$ cat config.mk
export PLATFORM = sky130hd
export DESIGN_NAME = terminal_command_decoder
export DESIGN_NICKNAME = d
export VERILOG_FILES = /design/src/terminal_command_decoder.v
export VERILOG_INCLUDE_DIRS = /design/src
export SDC_FILE = /design/constraint.sdc
export NUM_CORES = 1
export LEC_CHECK = 0
export BUFFER_PORTS_ARGS = -buffer_cell sky130_fd_sc_hd__buf_2
export CORE_ASPECT_RATIO = 0.5
export CORE_UTILIZATION = 55
export CTS_CLUSTER_DIAMETER = 50
export DETAILED_ROUTE_END_ITERATION = 7
export GPL_TIMING_DRIVEN = 0
export PLACE_DENSITY = 0.81
export REMOVE_ABC_BUFFERS = 1
export SLEW_MARGIN = 20
export SYNTH_ARGS = -nofsm -noshare
export SYNTH_HDL_FRONTEND = slang
export SYNTH_SLANG_ARGS = --single-unit
export TNS_END_PERCENT = 1
$ cat constraint.sdc
create_clock -name clk_sys -period 7.96 [get_ports clk_sys]
set_input_delay 0 -clock clk_sys [delete_from_list [all_inputs] [get_ports clk_sys]]
set_output_delay 0 -clock clk_sys [all_outputs]
set_load 0.02 [all_outputs]
$ cat src/terminal_command_decoder_defs.vh
// constants for the terminal command decoder
// assumes a 200 MHz system clock and 1 ms filter ticks
`ifndef TERMINAL_COMMAND_DECODER_DEFS_VH
`define TERMINAL_COMMAND_DECODER_DEFS_VH

// clock rate and filter tick period
`define CLK_MHZ          200
`define TICK_TIME_US     1000
`define TICK_CYCLES      (`TICK_TIME_US * `CLK_MHZ)

// filter time in ms: range 0..1000, default 10
`define FILT_W           10
`define FILT_MAX_MS      10'd1000
`define FILT_DEF_MS      10'd10

// terminal command mode codes
`define MODE_W           2
`define MODE_TWO_1       2'd0
`define MODE_TWO_2       2'd1
`define MODE_THREE_1     2'd2
`define MODE_THREE_2     2'd3
`define MODE_DEF         2'd0

// filtered input vector positions
`define NIN              13
`define IN_FIRST         0
`define IN_SECOND        1
`define IN_THIRD         2
`define IN_MREF_LO       3
`define IN_MREF_HI       6
`define IN_RAMP_1        7
`define IN_RAMP_2        8
`define IN_MOTOR         9
`define IN_DECEL_BRAKE   10
`define IN_DIRECT_BRAKE  11
`define IN_RT_CLEAR      12

// preset scaling: percent in 0.1 % steps, 1000 is 100 %
`define PCT_W            11
`define PCT_FULL         27'd1000
`define FREQ_W           16
`define PROD_W           27

`endif

$ cat src/terminal_command_decoder.v
// terminal command decoder: filtered terminals into run commands,
// reference index, ramp set, motor set and braking requests
// assumes raw terminals are asynchronous; settings are static-ish levels
`include "terminal_command_decoder_defs.vh"

module terminal_command_decoder #(
  parameter TICK_CYCLES = `TICK_CYCLES
) (
  input  wire                 clk_sys,
  input  wire                 rst_b,
  // raw terminals from switches and push-buttons
  input  wire                 input_first,
  input  wire                 input_second,
  input  wire                 input_third,
  input  wire                 switch_a,
  input  wire                 switch_b,
  input  wire                 switch_c,
  input  wire                 switch_d,
  input  wire                 ramp_sel_first,
  input  wire                 ramp_sel_second,
  input  wire                 motor_sel,
  input  wire                 decel_brake_in,
  input  wire                 direct_brake_in,
  input  wire                 run_time_clear_in,
  // settings and motor-control feedback
  input  wire [`MODE_W-1:0]   terminal_command_mode,
  input  wire [`FILT_W-1:0]   input_filter_time,
  input  wire                 run_time_clear_en,
  input  wire [`PCT_W-1:0]    preset_percent,
  input  wire [`FREQ_W-1:0]   maximum_frequency_setting,
  input  wire [`FREQ_W-1:0]   output_frequency,
  input  wire [`FREQ_W-1:0]   brake_start_frequency,
  // commands and selections
  output reg                  forward_run,
  output reg                  reverse_run,
  output reg  [3:0]           reference_index,
  output reg  [`FREQ_W-1:0]   frequency_reference,
  output reg  [1:0]           ramp_set,
  output reg                  motor_second,
  output reg                  decel_request,
  output reg                  dc_brake_active,
  output reg                  run_time_clear,
  output reg  [`MODE_W-1:0]   active_mode
);

  // brake sequencer states, one-hot
  localparam [2:0] BR_IDLE  = 3'b001;
  localparam [2:0] BR_DECEL = 3'b010;
  localparam [2:0] BR_HOLD  = 3'b100;

  // last count of the tick divider
  localparam integer TICK_LAST = TICK_CYCLES - 1;

  // internal state
  reg              rst_m;
  reg              rst_q;
  reg  [17:0]      tick_cnt;
  reg              tick;
  reg  [`NIN-1:0]  sync_1;
  reg  [`NIN-1:0]  sync_2;
  reg  [`NIN-1:0]  sync_3;
  reg  [`NIN-1:0]  filt;
  reg  [`NIN-1:0]  filt_d;
  reg  [`FILT_W-1:0] filt_cnt [0:`NIN-1];
  reg              run_latch;
  reg              dir_latch;
  reg  [2:0]       br_state;
  reg  [2:0]       next_br_state;
  reg              next_fwd;
  reg              next_rev;
  reg  [`FILT_W-1:0] filt_lim;
  // decode nets
  wire [`NIN-1:0]  raw_in;
  wire [`NIN-1:0]  rise;
  wire [`PROD_W-1:0] prod;
  wire [`PROD_W-1:0] prod_div;
  wire             en3;
  wire             stopped;
  integer          i;

  // terminal vector in filtered-bit order
  assign raw_in = {run_time_clear_in, direct_brake_in, decel_brake_in,
                   motor_sel, ramp_sel_second, ramp_sel_first,
                   switch_d, switch_c, switch_b, switch_a,
                   input_third, input_second, input_first};

  // rising edges of the filtered levels
  assign rise    = filt & ~filt_d;

  // three-wire enable and stopped state
  assign en3     = filt[`IN_THIRD];
  assign stopped = ~forward_run & ~reverse_run;

  // preset scaling: 1000 (100 %) maps onto the maximum frequency
  assign prod     = preset_percent * maximum_frequency_setting;
  assign prod_div = prod / `PCT_FULL;

  // reset release through two flip-flops
  always @(posedge clk_sys or negedge rst_b) begin
    if (!rst_b) begin
      rst_m <= 1'b0;
      rst_q <= 1'b0;
    end else begin
      rst_m <= 1'b1;
      rst_q <= rst_m;
    end
  end

  // 1 ms tick enable for the filter counters
  always @(posedge clk_sys or negedge rst_q) begin
    if (!rst_q) begin
      tick_cnt <= 18'h00000;
      tick     <= 1'b0;
    end else if (tick_cnt == TICK_LAST[17:0]) begin
      tick_cnt <= 18'h00000;
      tick     <= 1'b1;
    end else begin
      tick_cnt <= tick_cnt + 18'h00001;
      tick     <= 1'b0;
    end
  end

  // three-stage synchroniser on every terminal
  always @(posedge clk_sys or negedge rst_q) begin
    if (!rst_q) begin
      sync_1 <= {`NIN{1'b0}};
      sync_2 <= {`NIN{1'b0}};
      sync_3 <= {`NIN{1'b0}};
    end else begin
      sync_1 <= raw_in;
      sync_2 <= sync_1;
      sync_3 <= sync_2;
    end
  end

  // clamp the filter time to its 1000 ms ceiling
  always @* begin
    if (input_filter_time > `FILT_MAX_MS)
      filt_lim = `FILT_MAX_MS;
    else
      filt_lim = input_filter_time;
  end

  // per-terminal debounce: level accepted after stable filter time
  always @(posedge clk_sys or negedge rst_q) begin
    if (!rst_q) begin
      filt   <= {`NIN{1'b0}};
      filt_d <= {`NIN{1'b0}};
      for (i = 0; i < `NIN; i = i + 1)
        filt_cnt[i] <= {`FILT_W{1'b0}};
    end else begin
      filt_d <= filt;
      for (i = 0; i < `NIN; i = i + 1) begin
        if (sync_2[i] != sync_3[i] || sync_3[i] == filt[i]) begin
          filt_cnt[i] <= {`FILT_W{1'b0}}; // unsettled or no change
        end else if (filt_cnt[i] >= filt_lim) begin
          filt[i]     <= sync_3[i];
          filt_cnt[i] <= {`FILT_W{1'b0}};
        end else if (tick) begin
          filt_cnt[i] <= filt_cnt[i] + {{(`FILT_W-1){1'b0}}, 1'b1};
        end
      end
    end
  end

  // mode setting adopted only while stopped
  always @(posedge clk_sys or negedge rst_q) begin
    if (!rst_q)
      active_mode <= `MODE_DEF;
    else if (stopped)
      active_mode <= terminal_command_mode;
  end

  // run latch for the three-wire modes
  always @(posedge clk_sys or negedge rst_q) begin
    if (!rst_q) begin
      run_latch <= 1'b0;
      dir_latch <= 1'b0;
    end else if (!en3) begin
      run_latch <= 1'b0;
    end else if (active_mode == `MODE_THREE_1) begin
      if (rise[`IN_FIRST] && !rise[`IN_SECOND]) begin
        run_latch <= 1'b1;
        dir_latch <= 1'b0;
      end else if (rise[`IN_SECOND] && !rise[`IN_FIRST]) begin
        run_latch <= 1'b1;
        dir_latch <= 1'b1;
      end
    end else if (active_mode == `MODE_THREE_2) begin
      if (rise[`IN_FIRST])
        run_latch <= 1'b1;
      dir_latch <= filt[`IN_SECOND];
    end else begin
      run_latch <= 1'b0;
    end
  end

  // run and direction decode per mode
  always @* begin
    next_fwd = 1'b0;
    next_rev = 1'b0;
    case (active_mode)
      `MODE_TWO_1: begin
        next_fwd = filt[`IN_FIRST] & ~filt[`IN_SECOND];
        next_rev = ~filt[`IN_FIRST] & filt[`IN_SECOND];
      end
      `MODE_TWO_2: begin
        next_fwd = filt[`IN_FIRST] & ~filt[`IN_SECOND];
        next_rev = filt[`IN_FIRST] & filt[`IN_SECOND];
      end
      `MODE_THREE_1, `MODE_THREE_2: begin
        next_fwd = en3 & run_latch & ~dir_latch;
        next_rev = en3 & run_latch & dir_latch;
      end
      default: begin
        next_fwd = 1'b0;
        next_rev = 1'b0;
      end
    endcase
  end

  // brake sequencer transitions
  always @* begin
    next_br_state = br_state;
    case (br_state)
      BR_IDLE: begin
        if (filt[`IN_DIRECT_BRAKE])
          next_br_state = BR_HOLD;
        else if (rise[`IN_DECEL_BRAKE])
          next_br_state = BR_DECEL;
      end
      BR_DECEL: begin
        if (filt[`IN_DIRECT_BRAKE])
          next_br_state = BR_HOLD;
        else if (!filt[`IN_DECEL_BRAKE])
          next_br_state = BR_IDLE;
        else if (output_frequency <= brake_start_frequency)
          next_br_state = BR_HOLD;
      end
      BR_HOLD: begin
        if (!filt[`IN_DIRECT_BRAKE] && !filt[`IN_DECEL_BRAKE])
          next_br_state = BR_IDLE;
      end
      default: next_br_state = BR_IDLE;
    endcase
  end

  // brake state and its outputs
  always @(posedge clk_sys or negedge rst_q) begin
    if (!rst_q) begin
      br_state        <= BR_IDLE;
      decel_request   <= 1'b0;
      dc_brake_active <= 1'b0;
    end else begin
      br_state        <= next_br_state;
      decel_request   <= next_br_state == BR_DECEL;
      dc_brake_active <= next_br_state == BR_HOLD;
    end
  end

  // registered command and selection outputs
  always @(posedge clk_sys or negedge rst_q) begin
    if (!rst_q) begin
      forward_run         <= 1'b0;
      reverse_run         <= 1'b0;
      reference_index     <= 4'h0;
      frequency_reference <= {`FREQ_W{1'b0}};
      ramp_set            <= 2'h0;
      motor_second        <= 1'b0;
      run_time_clear      <= 1'b0;
    end else begin
      forward_run     <= next_fwd;
      reverse_run     <= next_rev;
      reference_index <= filt[`IN_MREF_HI:`IN_MREF_LO];
      // 100 % (1000) maps onto the maximum frequency
      frequency_reference <= prod_div[`FREQ_W-1:0];
      ramp_set <= {filt[`IN_RAMP_2], filt[`IN_RAMP_1]};
      motor_second <= filt[`IN_MOTOR];
      // one-cycle clear pulse on the rising edge
      run_time_clear <= rise[`IN_RT_CLEAR] & run_time_clear_en;
    end
  end

endmodule // terminal_command_decoder

* After elaboration in Yosys (flattened, before gate mapping) *
Cells that the tools add are included.

storage, ports and cells
  bits in registers = 251
  bits of input ports = 87
  output and inout bits = 30

cells by class
  add/subtract/negate cells = 14
  multipliers = 1
  divide/modulo/power cells = 1
  order comparisons = 15
  eq/ne operators = 38
  mux-type cells = 60
  bitwise gates (word level) = 28
  reductions and logical operators = 52

operators with widths
  kind                                               number
  two-way mux 10 bit                                 40
  adder 10 x 1 -> 10 bit (second input constant)     13
  >= comparator 10 bit                               13
  nonzero test 3 bit                                 13
  AND reduction 2 bit                                14
  divider 27 x 10 -> 27 bit (second input constant)  1
  multiplier 11 x 16 -> 27 bit                       1
  adder 18 x 1 -> 18 bit (second input constant)     1
  == test 18 bit (second input constant)             1
  two-way mux 18 bit                                 1
  two-way mux 3 bit                                  6
  inverter 1 bit                                     18
  <= comparator 16 bit                               1
  AND 13 bit                                         1
  == test 1 bit                                      13
  logical OR 1 bit                                   13
  != test 1 bit                                      13
  inverter 13 bit                                    1
  > comparator 10 bit (second input constant)        1
  two-way mux 1 bit                                  10
  case mux 3 bit (3 select lines)                    1
  AND 1 bit                                          8
  == test 3 x 2 -> 1 bit (second input constant)     2
  == test 3 bit (second input constant)              2
  other kinds (14)                                   21

* Longest topological paths before layout *
Gate-level depths: netlist of the first run.

  depth after elaboration = 8
  gate-level depth with buffers = 74
  depth with buffers taken out = 62

* Least setup slack after synthesis of the first run *
Ideal clock, no wire load.

  path type = in2reg
  start point = in preset_percent[4]
  end point = reg frequency_reference[0]
  arrival time = 15198 ps
  data required time = 7878 ps
  setup slack = -7320 ps
  stages on the path = 65
  cells stage by stage = clkbuf_1 nand2_1 fa_1 inv_1 fa_1 inv_1 fa_1 inv_1 fa_1 inv_1 fa_1 inv_1 ha_1 buf_4 a21oi_1 o21ai_1 a221oi_1 a2bb2oi_2 (+29 left out) nand4_1 mux2_2 a31oi_4 inv_2 o31ai_4 nand4_2 and2_1 buf_6 a41o_1 o21ai_2 o21a_1 buf_4 inv_2 a211o_1 a21boi_0 o221a_1 o2111ai_1 a31oi_1

between the ends
  longest elaborated chain between the ends = 2

RTL lines
  item                                 RTL line                        text
  start: declaration                   terminal_command_decoder.v:29   input wire [`PCT_W-1:0] preset_percent,
  multiplier 11 x 16 -> 27 bit         terminal_command_decoder.v:95   assign prod = preset_percent * maximum_frequency_setting;
  divider 27 x 10 -> 27 bit (no line)  n/a
  via prod_div[0]                      terminal_command_decoder.v:76   wire [`PROD_W-1:0] prod_div;
  end signal: assignment               terminal_command_decoder.v:267  frequency_reference <= {`FREQ_W{1'b0}};
  end signal: assignment               terminal_command_decoder.v:276  frequency_reference <= prod_div[`FREQ_W-1:0];
  end: declaration                     terminal_command_decoder.v:37   output reg [`FREQ_W-1:0] frequency_reference,

The timed path passes the listed nets, and every way through them passes these cells.
A chain may end at the register's enable or synchronous reset.

* Worst setup path after layout of the first run *
  start point = in maximum_frequency_setting[7]
  end point = reg frequency_reference[0]

between the ends
  longest elaborated chain between the ends = 2

RTL lines
  item                                 RTL line                       text
  start: declaration                   terminal_command_decoder.v:30  input wire [`FREQ_W-1:0] maximum_frequency_setting,
  multiplier 11 x 16 -> 27 bit         terminal_command_decoder.v:95
  divider 27 x 10 -> 27 bit (no line)  n/a
  via prod_div[0]                      terminal_command_decoder.v:76

The timed path passes the listed nets, and every way through them passes these cells.

==> results of run 1 <==
-- critical path: cells and delay by family --
kind / cells / cell delay (ns)
AO/OA/AOI/OAI: 33 / 7.95
adder cells (fa/ha/maj): 6 / 2.92
AND/OR/NAND/NOR: 10 / 2.78
buffers and inverters: 12 / 1.66
multiplexers: 2 / 0.60
-- per-stage QoR --
| stage | cell area (µm²) | TNS (ns) | hold slack (ns) |
|---|---|---|---|
| 2_1_floorplan | 23400 | -49.95 | -0.296 |
| 3_3_place_gp | 24700 | -579.52 | -0.213 |
| 3_5_place_dp | 24900 | -78.44 | -0.210 |
| 4_1_cts | 28500 | -40.19 | 0.0510 |
| 5_1_grt | 28900 | -54.97 | 0.0676 |
| 6_report | 28900 | -50.24 | 0.0715 |
-- metal layers --
metal	share of wire, %	wire length [µm]	global-route usage [%]	vias up
met5	0	0	0	-
met4	4.2	2600	12.2	0
met3	5.3	3290	3.36	270
met2	51	31200	50.6	865
met1	40	24700	32.6	10400
li1	-	-	-	9885
-- synth_stat cells, drive strengths merged (11+ instances only) --
cell	number	area [µm²]
fa	125	2500
xor2	127	1120
nor2b	45	282
nand2b	48	300
o211ai	29	246
nand3	42	220
nor3	38	200
or2	11	68.8
mux2i	32	345
a211oi	21	175
o31ai	18	149
buf	44	312
and2	119	746
a31oi	16	130
nor4	17	131
clkbuf	39	146
and3	48	300
o21ai	139	703
mux2	17	203
or3	14	87.6
ha	227	2840
a21o	49	369
nand4	74	469
a21oi	131	712
nand2	271	1020
dfrtp	241	6030
o21a	19	153
nor2	256	971
inv	195	732
xnor2	64	576
-- layout make-up --
cell class / instances / area, µm² / area share, %
flip-flops and latches: 242 / 6060 / 21.0
inverters: 195 / 739 / 2.56
well taps: 577 / 722 / 2.50
repair buffers: 283 / 2160 / 7.47
multi-input cells: 2175 / 18300 / 63.1
clock buffers: 40 / 807 / 2.79
clock inverters: 14 / 169 / 0.584
-- registers in the layout (all words and copies together), names as in the netlist, 7 cells and up --
signal and flops:
filt 13, filt_cnt 130, filt_d 7, frequency_reference 16
sync_1 13, sync_2 13, sync_3 13, tick_cnt 18
-- kinds of logic (layout without fill, tap and decap cells) --
logic type                 after synthesis  after routing  synth area share [%]
AOI/OAI and AO/OA                      558            558                  16.3
other                                    1              1                0.0157
adders and majority gates              353            353                  22.4
buffers and inverters                  280            532                  5.05
DFF                                    242            242                  25.3
and+or+nand+nor                       1022           1023                  21.5
muxes                                   49             49                  2.29
xor gates and xnor gates               191            191                  7.09
-- worst max path at each step --
stage                                             from                endpoint  slack, ns  depth (start not counted)
after floorplan           maximum_frequency_setting[7]  frequency_reference[0]      -7.37                         59
after global placement               preset_percent[2]  frequency_reference[0]      -9.98                         60
after detailed placement             preset_percent[2]  frequency_reference[0]     -10.16                         60
after CTS                 maximum_frequency_setting[5]  frequency_reference[0]      -6.24                         57
after global routing      maximum_frequency_setting[7]  frequency_reference[0]      -8.04                         64
final                     maximum_frequency_setting[7]  frequency_reference[0]      -7.57                         63
-- what timing repair did --
action | CTS | global route
endpoints found under the setup margin | 13 | 12
hold buffers | 18 | 0
pin swaps | 117 | 39
setup buffers | 114 | 28
cloned | 1 | 0
hold endpoints to repair | 18 | 0
resized for setup | 315 | 50
==> flow_summary.ini, run 1 <==
[outcome]
outcome = complete, but fails checks
violations = setup timing

[hold_path]
min_to = sync_1[5]
hold_path.class = input port to flip-flop
hold_start = switch_c
hold_depth = 2

[grt]
grt_pass1_wl_um = 103000
grt.total_usage_pct = 27.5
grt_max_degree = 52
antenna_found_initial = 0
grt_pass1_vias = 21800
grt_overflow = 0

[detailed_routing]
antenna_left = 0
viasPerCell = 6.08
drcViolationCount = 0
wl_um = 61800
num_vias = 21400
drtIter0Drc = 1760
wl_per_cell_um = 17.5
drtPass1Iterations = 6

[worst_setup_path]
crit_path_frequent_cell = buf_4
ff2ff_path_depth = 16
r2r_start = filt_cnt[120]
rrSetupSlack_ns = 4.90
cpMaxStageDelayCell = fa_1
crit_type = input port to flip-flop
critPathRequiredTime_ns = 8.38
path_max_fanout = 11
crit_arrival_ns = 15.95
critPathLaunchType = input port
end_kind = flip-flop
r2r_end = filt_cnt[124]
slowest_delay_ns = 0.56

[placement]
io_buffers = 116
place_inst = 3310
dpl.hpwl_um = 39100
pre_cts_slack_ns = -10.16
place_congestion = 0.896

[logic_synthesis]
seq_area_frac_synth_pct = 25.3
synth-edff-count = 0
synth_cell_types = 126
avgSynthCellArea_um2 = 8.86
ys.flop_type = dfrtp_1
synth_warnings = 0
syn_inst = 2696
ys_ff_latch = 242
async_flop_share_pct = 100
synth_area_um2 = 23900

[timing]
hold_viol = 0
clock-skew-final_ns = 0.0223
rsz0062_at_grt = true
slew_headroom_pct = 23.7
fin_ws_ns = -7.57
worstMarginPinSlew_ns = 1.14
finalCritPeriodShare_pct = 195
drv_slew = 0
fin_crit_ns = 15.53
fmax_ghz = 0.0644
setup_viol = 12

[floorplan]
core_um2 = 42400
io_pins = 117
initial_core_util_pct = 56.3
chipHeight_um = 149
dieWidth_um = 297
num_rows = 53
dieArea_um2 = 44300

[finish]
final_cell_mix = nand2_1 (262), nor2_1 (249), dfrtp_1 (239), ha_1 (216), inv_1 (185)
drive_gt1_share_pct = 20.8
final_core_util_pct = 68.2
final_nets = 3365
diodes = 0
mostFrequentLayoutCell = nand2_1
area_growth_pct = 21.0
fill_cells = 3134
final_cells = 3526

[cts]
clock_latency_ns = 0.57
cts_sinks = 242
cts_tree = yes
clockBufferDepth = 3
cts_made_buffers = 29
root_buffer = clkbuf_16
path_clk_slew_ns = 0.06
cts_max_level = 1

[job]
drv_cap = 0
Power of run 1 is not shown: default switching activity piles up to over one toggle a cycle in this logic, so the estimate is an artifact.
==> run 2, diff against run 1 <==
--- a/config.mk
+++ b/config.mk
@@ -12,7 +12,7 @@
 export CTS_CLUSTER_DIAMETER = 50
 export DETAILED_ROUTE_END_ITERATION = 7
 export GPL_TIMING_DRIVEN = 0
-export PLACE_DENSITY = 0.81
+export PLACE_DENSITY_LB_ADDON = 0.1
 export REMOVE_ABC_BUFFERS = 1
 export SLEW_MARGIN = 20
 export SYNTH_ARGS = -nofsm -noshare
==> flow_summary.ini, run 2 (synthesis gave the netlist of run 1 again) <==
[cts]
root_buffer = clkbuf_16
cts_tree = yes
clock_latency_ns = 0.55
cts_made_buffers = 28
path_clk_slew_ns = 0.06
cts_max_level = 1
clockBufferDepth = 3
cts_sinks = 242

[detailed_routing]
wl_per_cell_um = 16.3
drtPass1Iterations = 5
drcViolationCount = 0
viasPerCell = 5.77
drtIter0Drc = 1256
antenna_left = 0
wl_um = 57100
num_vias = 20200

[grt]
grt_pass1_wl_um = 98300
grt_pass1_vias = 20000
grt_max_degree = 54
antenna_found_initial = 0
grt_overflow = 0
grt.total_usage_pct = 26.3

[timing]
setup_viol = 12
clock-skew-final_ns = 0.0232
fmax_ghz = 0.0684
slew_headroom_pct = 31.5
finalCritPeriodShare_pct = 184
fin_ws_ns = -6.67
fin_crit_ns = 14.63
hold_ws_ns = 0.0868
rsz0062_at_grt = true
worstMarginPinSlew_ns = 1.02
hold_viol = 0
drv_slew = 0

[finish]
drive_gt1_share_pct = 19.8
final_cell_mix = nand2_1 (261), nor2_1 (249), dfrtp_1 (239), ha_1 (212), inv_1 (184)
diodes = 0
mostFrequentLayoutCell = nand2_1
final_cells = 3506
top_register = filt_cnt
largest_reg_flops = 130
final_nets = 3348
top_regs = filt_cnt (130), tick_cnt (18), frequency_reference (16)
fill_cells = 3414
final_core_util_pct = 67.5
area_growth_pct = 19.9

[floorplan]
dieArea_um2 = 44300
core_um2 = 42400
num_rows = 53
chipHeight_um = 149
io_pins = 117
dieWidth_um = 297
initial_core_util_pct = 56.3

[outcome]
outcome = complete, but fails checks
violations = setup timing

[hold_path]
min_to = sync_1[3]
hold_start = switch_a
hold_path.class = input port to flip-flop
hold_depth = 2

[worst_setup_path]
end_kind = flip-flop
r2r_start = filt_cnt[60]
path_max_fanout = 16
crit_type = input port to flip-flop
critPathLaunchType = input port
crit_arrival_ns = 15.08
cpMaxStageDelayCell = or4b_4
rrSetupSlack_ns = 4.94
slowest_delay_ns = 0.55
critPathRequiredTime_ns = 8.42
r2r_end = filt_cnt[64]
crit_path_frequent_cell = fa_1
worst-path-buf-inv = 12
ff2ff_path_depth = 16
worstSetupStartpoint = preset_percent[2]
path_delay_family = compound AO/OA/AOI/OAI gates

[placement]
place_congestion = 0.865
dpl.hpwl_um = 38200
io_buffers = 116
place_inst = 3311

[job]
drv_cap = 0
==> run 2: cell types whose count changed in the layout (fill, tap and decap cells not counted), sizes merged <==
cell      before  now
buf          264  249
clkinv         6    2
clkbuf        41   39
bufinv         2    3
clkinvlp       2    3
inv          199  198
nand2        272  271
o21a          19   20
==> run 2: what timing repair did <==
| item | CTS | global route |
|---|---|---|
| gates resized for setup | 330 | 27 |
| endpoints found under the setup margin | 13 | 12 |
| cloned | 1 | 0 |
| hold buffers | 18 | 0 |
| buffers inserted | 120 | 6 |
| endpoints found under the hold margin | 18 | 0 |
| pin swaps | 135 | 30 |
==> run 2: worst reg2reg max path, cell delays in order (launching register included) <==
cell	delay, ns
dfrtp_1	0.47
inv_1	0.08
ha_1	0.29
nand2b_1	0.14
a21o_1	0.17
a21o_1	0.16
a21oi_1	0.15
nor2b_1	0.06
o21ai_0	0.14
nand2b_1	0.09
a21oi_1	0.16
nor2b_1	0.06
o21ai_0	0.14
nand2b_1	0.07
a21oi_1	0.28
nand2_1	0.31
nor2_1	0.19
==> run 2: metal layers <==
metal / share of wire (%) / GRT usage (%) / wire length, µm / vias to the layer above
met5: 0 / 0 / 0 / -
met4: 1.8 / 5.73 / 1010 / 0
met3: 3.5 / 2.27 / 2010 / 77
met2: 49 / 46.8 / 28100 / 453
met1: 45 / 35.0 / 25900 / 9869
li1: - / - / - / 9843
==> run 2: worst max path at each step <==
stage | depth (start not counted) | slack [ns] | end
final | 62 | -6.67 | frequency_reference[0]
after global routing | 64 | -7.23 | frequency_reference[0]
after CTS | 60 | -6.24 | frequency_reference[0]
after detailed placement | 60 | -10.32 | frequency_reference[0]
after global placement | 60 | -10.15 | frequency_reference[0]
after floorplan | 59 | -7.37 | frequency_reference[0]
==> run 2: per-stage QoR <==
step	area [µm²]	worst slack, ns	setup TNS, ns
floorplan	23400	-7.37	-49.95
CTS	28500	-6.24	-39.73
detailed placement	24900	-10.32	-79.83
finish	28700	-6.67	-43.66
global route	28700	-7.23	-48.71
global placement	24700	-10.15	-651.03
==> run 2: layout make-up <==
class	count	area (µm²)	share of cell area [%]
repair buffers	267	2110	7.35
inverters	195	737	2.57
clock buffers	39	783	2.73
flip-flops and latches	242	6060	21.2
clock inverters	11	154	0.537
multi-input cells	2175	18100	63.1
well taps	577	722	2.52
Power of run 2 is left out for the same reason.
==> run 3, diff against run 2 <==
--- a/config.mk
+++ b/config.mk
@@ -7,13 +7,16 @@
 export NUM_CORES = 1
 export LEC_CHECK = 0
 export BUFFER_PORTS_ARGS = -buffer_cell sky130_fd_sc_hd__buf_2
+export CAP_MARGIN = 10
 export CORE_ASPECT_RATIO = 0.5
 export CORE_UTILIZATION = 55
 export CTS_CLUSTER_DIAMETER = 50
 export DETAILED_ROUTE_END_ITERATION = 7
 export GPL_TIMING_DRIVEN = 0
+export MAX_ROUTING_LAYER = met4
 export PLACE_DENSITY_LB_ADDON = 0.1
 export REMOVE_ABC_BUFFERS = 1
+export SKIP_CTS_REPAIR_TIMING = 1
 export SLEW_MARGIN = 20
 export SYNTH_ARGS = -nofsm -noshare
 export SYNTH_HDL_FRONTEND = slang
==> flow_summary.ini, run 3 (synthesis gave the netlist of run 1 again) <==
[grt]
grt_overflow = 0
grt_max_degree = 54
grt_pass1_wl_um = 90800
grt_pass1_vias = 18600
grt.total_usage_pct = 25.0
antenna_found_initial = 0

[floorplan]
io_pins = 117
dieWidth_um = 297
dieArea_um2 = 44300
initial_core_util_pct = 56.3
core_um2 = 42400
chipHeight_um = 149
num_rows = 53

[timing]
hold_viol = 0
finalCritPeriodShare_pct = 187
fmax_ghz = 0.0671
finalSetupTns_ns = -45.76
fin_ws_ns = -6.94
rsz0062_at_grt = true
setup_viol = 12
drv_slew = 0
worstMarginPinSlew_ns = 1.17
slew_headroom_pct = 21.3
hold_ws_ns = 0.0887
fin_crit_ns = 14.90
clock-skew-final_ns = 0.0223

[worst_setup_path]
crit_path_frequent_cell = fa_1
path_delay_family = compound AO/OA/AOI/OAI gates
critPathLaunchType = input port
end_kind = flip-flop
critPathRequiredTime_ns = 8.36
cpMaxStageDelayCell = or4b_4
crit_arrival_ns = 15.30
path_max_fanout = 7
slowest_delay_ns = 0.56
crit_type = input port to flip-flop
worst-path-buf-inv = 10

[detailed_routing]
viasPerCell = 5.75
num_vias = 20100
drtIter0Drc = 1327
wl_per_cell_um = 16.1
drtPass1Iterations = 5
antenna_left = 0
drcViolationCount = 0
wl_um = 56400

[cts]
path_clk_slew_ns = 0.06
cts_made_buffers = 28
cts_tree = yes
cts_sinks = 242
root_buffer = clkbuf_16
clockBufferDepth = 3
clock_latency_ns = 0.55
cts_max_level = 1

[placement]
place_congestion = 0.881
dpl.hpwl_um = 38200
io_buffers = 116
place_inst = 3311

[finish]
final_nets = 3334
mostFrequentLayoutCell = nand2_1
diodes = 0
largest_reg_flops = 130
top_regs = filt_cnt (130), tick_cnt (18), frequency_reference (16)
fill_cells = 3435
area_growth_pct = 19.2
top_register = filt_cnt
final_cells = 3492
final_cell_mix = nand2_1 (262), nor2_1 (248), dfrtp_1 (239), ha_1 (213), inv_1 (180)
drive_gt1_share_pct = 19.2

[hold_path]
hold_path.class = input port to flip-flop

[job]
drv_cap = 0

[outcome]
violations = setup timing
outcome = complete, but fails checks
## run 3: cell types whose count changed in the layout (fill, tap and decap cells not counted), moves of 3 or more
cell / change
a21oi_2: -4
and3_4: -3
buf_4: -15
inv_1: -4
inv_2: +3
o21ai_1: +4
o21ai_2: -4
## run 3: layer usage
metal | track usage [%] | wire length (µm)
met4 | 4.38 | 868
met2 | 42.4 | 27900
met3 | 2.07 | 2050
met5 | - | 0
met1 | 33.1 | 25500
## run 3: per-stage QoR
step	setup slack, ns	instance area (µm²)	util (%)
2_1_floorplan	-7.37	23400	-
3_3_place_gp	-10.15	24700	58.3
3_5_place_dp	-10.32	24900	58.6
4_1_cts	-9.82	25800	60.9
5_1_grt	-7.51	28500	67.1
6_report	-6.94	28500	67.1
## run 3: layout make-up
class	instances	area [µm²]	area share, %
Clock inverter	11	154	0.540
Inverter	195	739	2.60
Clock buffer	39	783	2.75
Timing Repair Buffer	253	2000	7.01
Multi-Input combinational cell	2175	18000	63.3
Tap cell	577	722	2.53
Sequential cell	242	6060	21.3
## run 3: final timing paths
| path | slack [ns] | depth (start not counted) | to | startpoint |
|---|---|---|---|---|
| max | -6.94 | 61 | frequency_reference[0] | preset_percent[6] |
| min | 0.09 | 2 | sync_1[3] | switch_a |
| max reg2reg | 4.93 | 16 | filt_cnt[64] | filt_cnt[60] |
| min reg2reg | 0.28 | 0 | sync_3[1] | rst_q |
| max in group asynchronous | 6.75 | 2 | br_state[0] | rst_q |
| min in group asynchronous | 0.28 | 0 | sync_3[1] | rst_q |
## run 3: worst register-to-register path: cells and delay by family (launching register included)
kind	cells	cell delay, ns
AND/OR/NAND/NOR	7	0.92
adder cells (fa/ha/maj)	1	0.29
buffers and inverters	1	0.08
AO/OA/AOI/OAI	7	1.21
flip-flops	1	0.48
Power of run 3 is left out for the same reason.
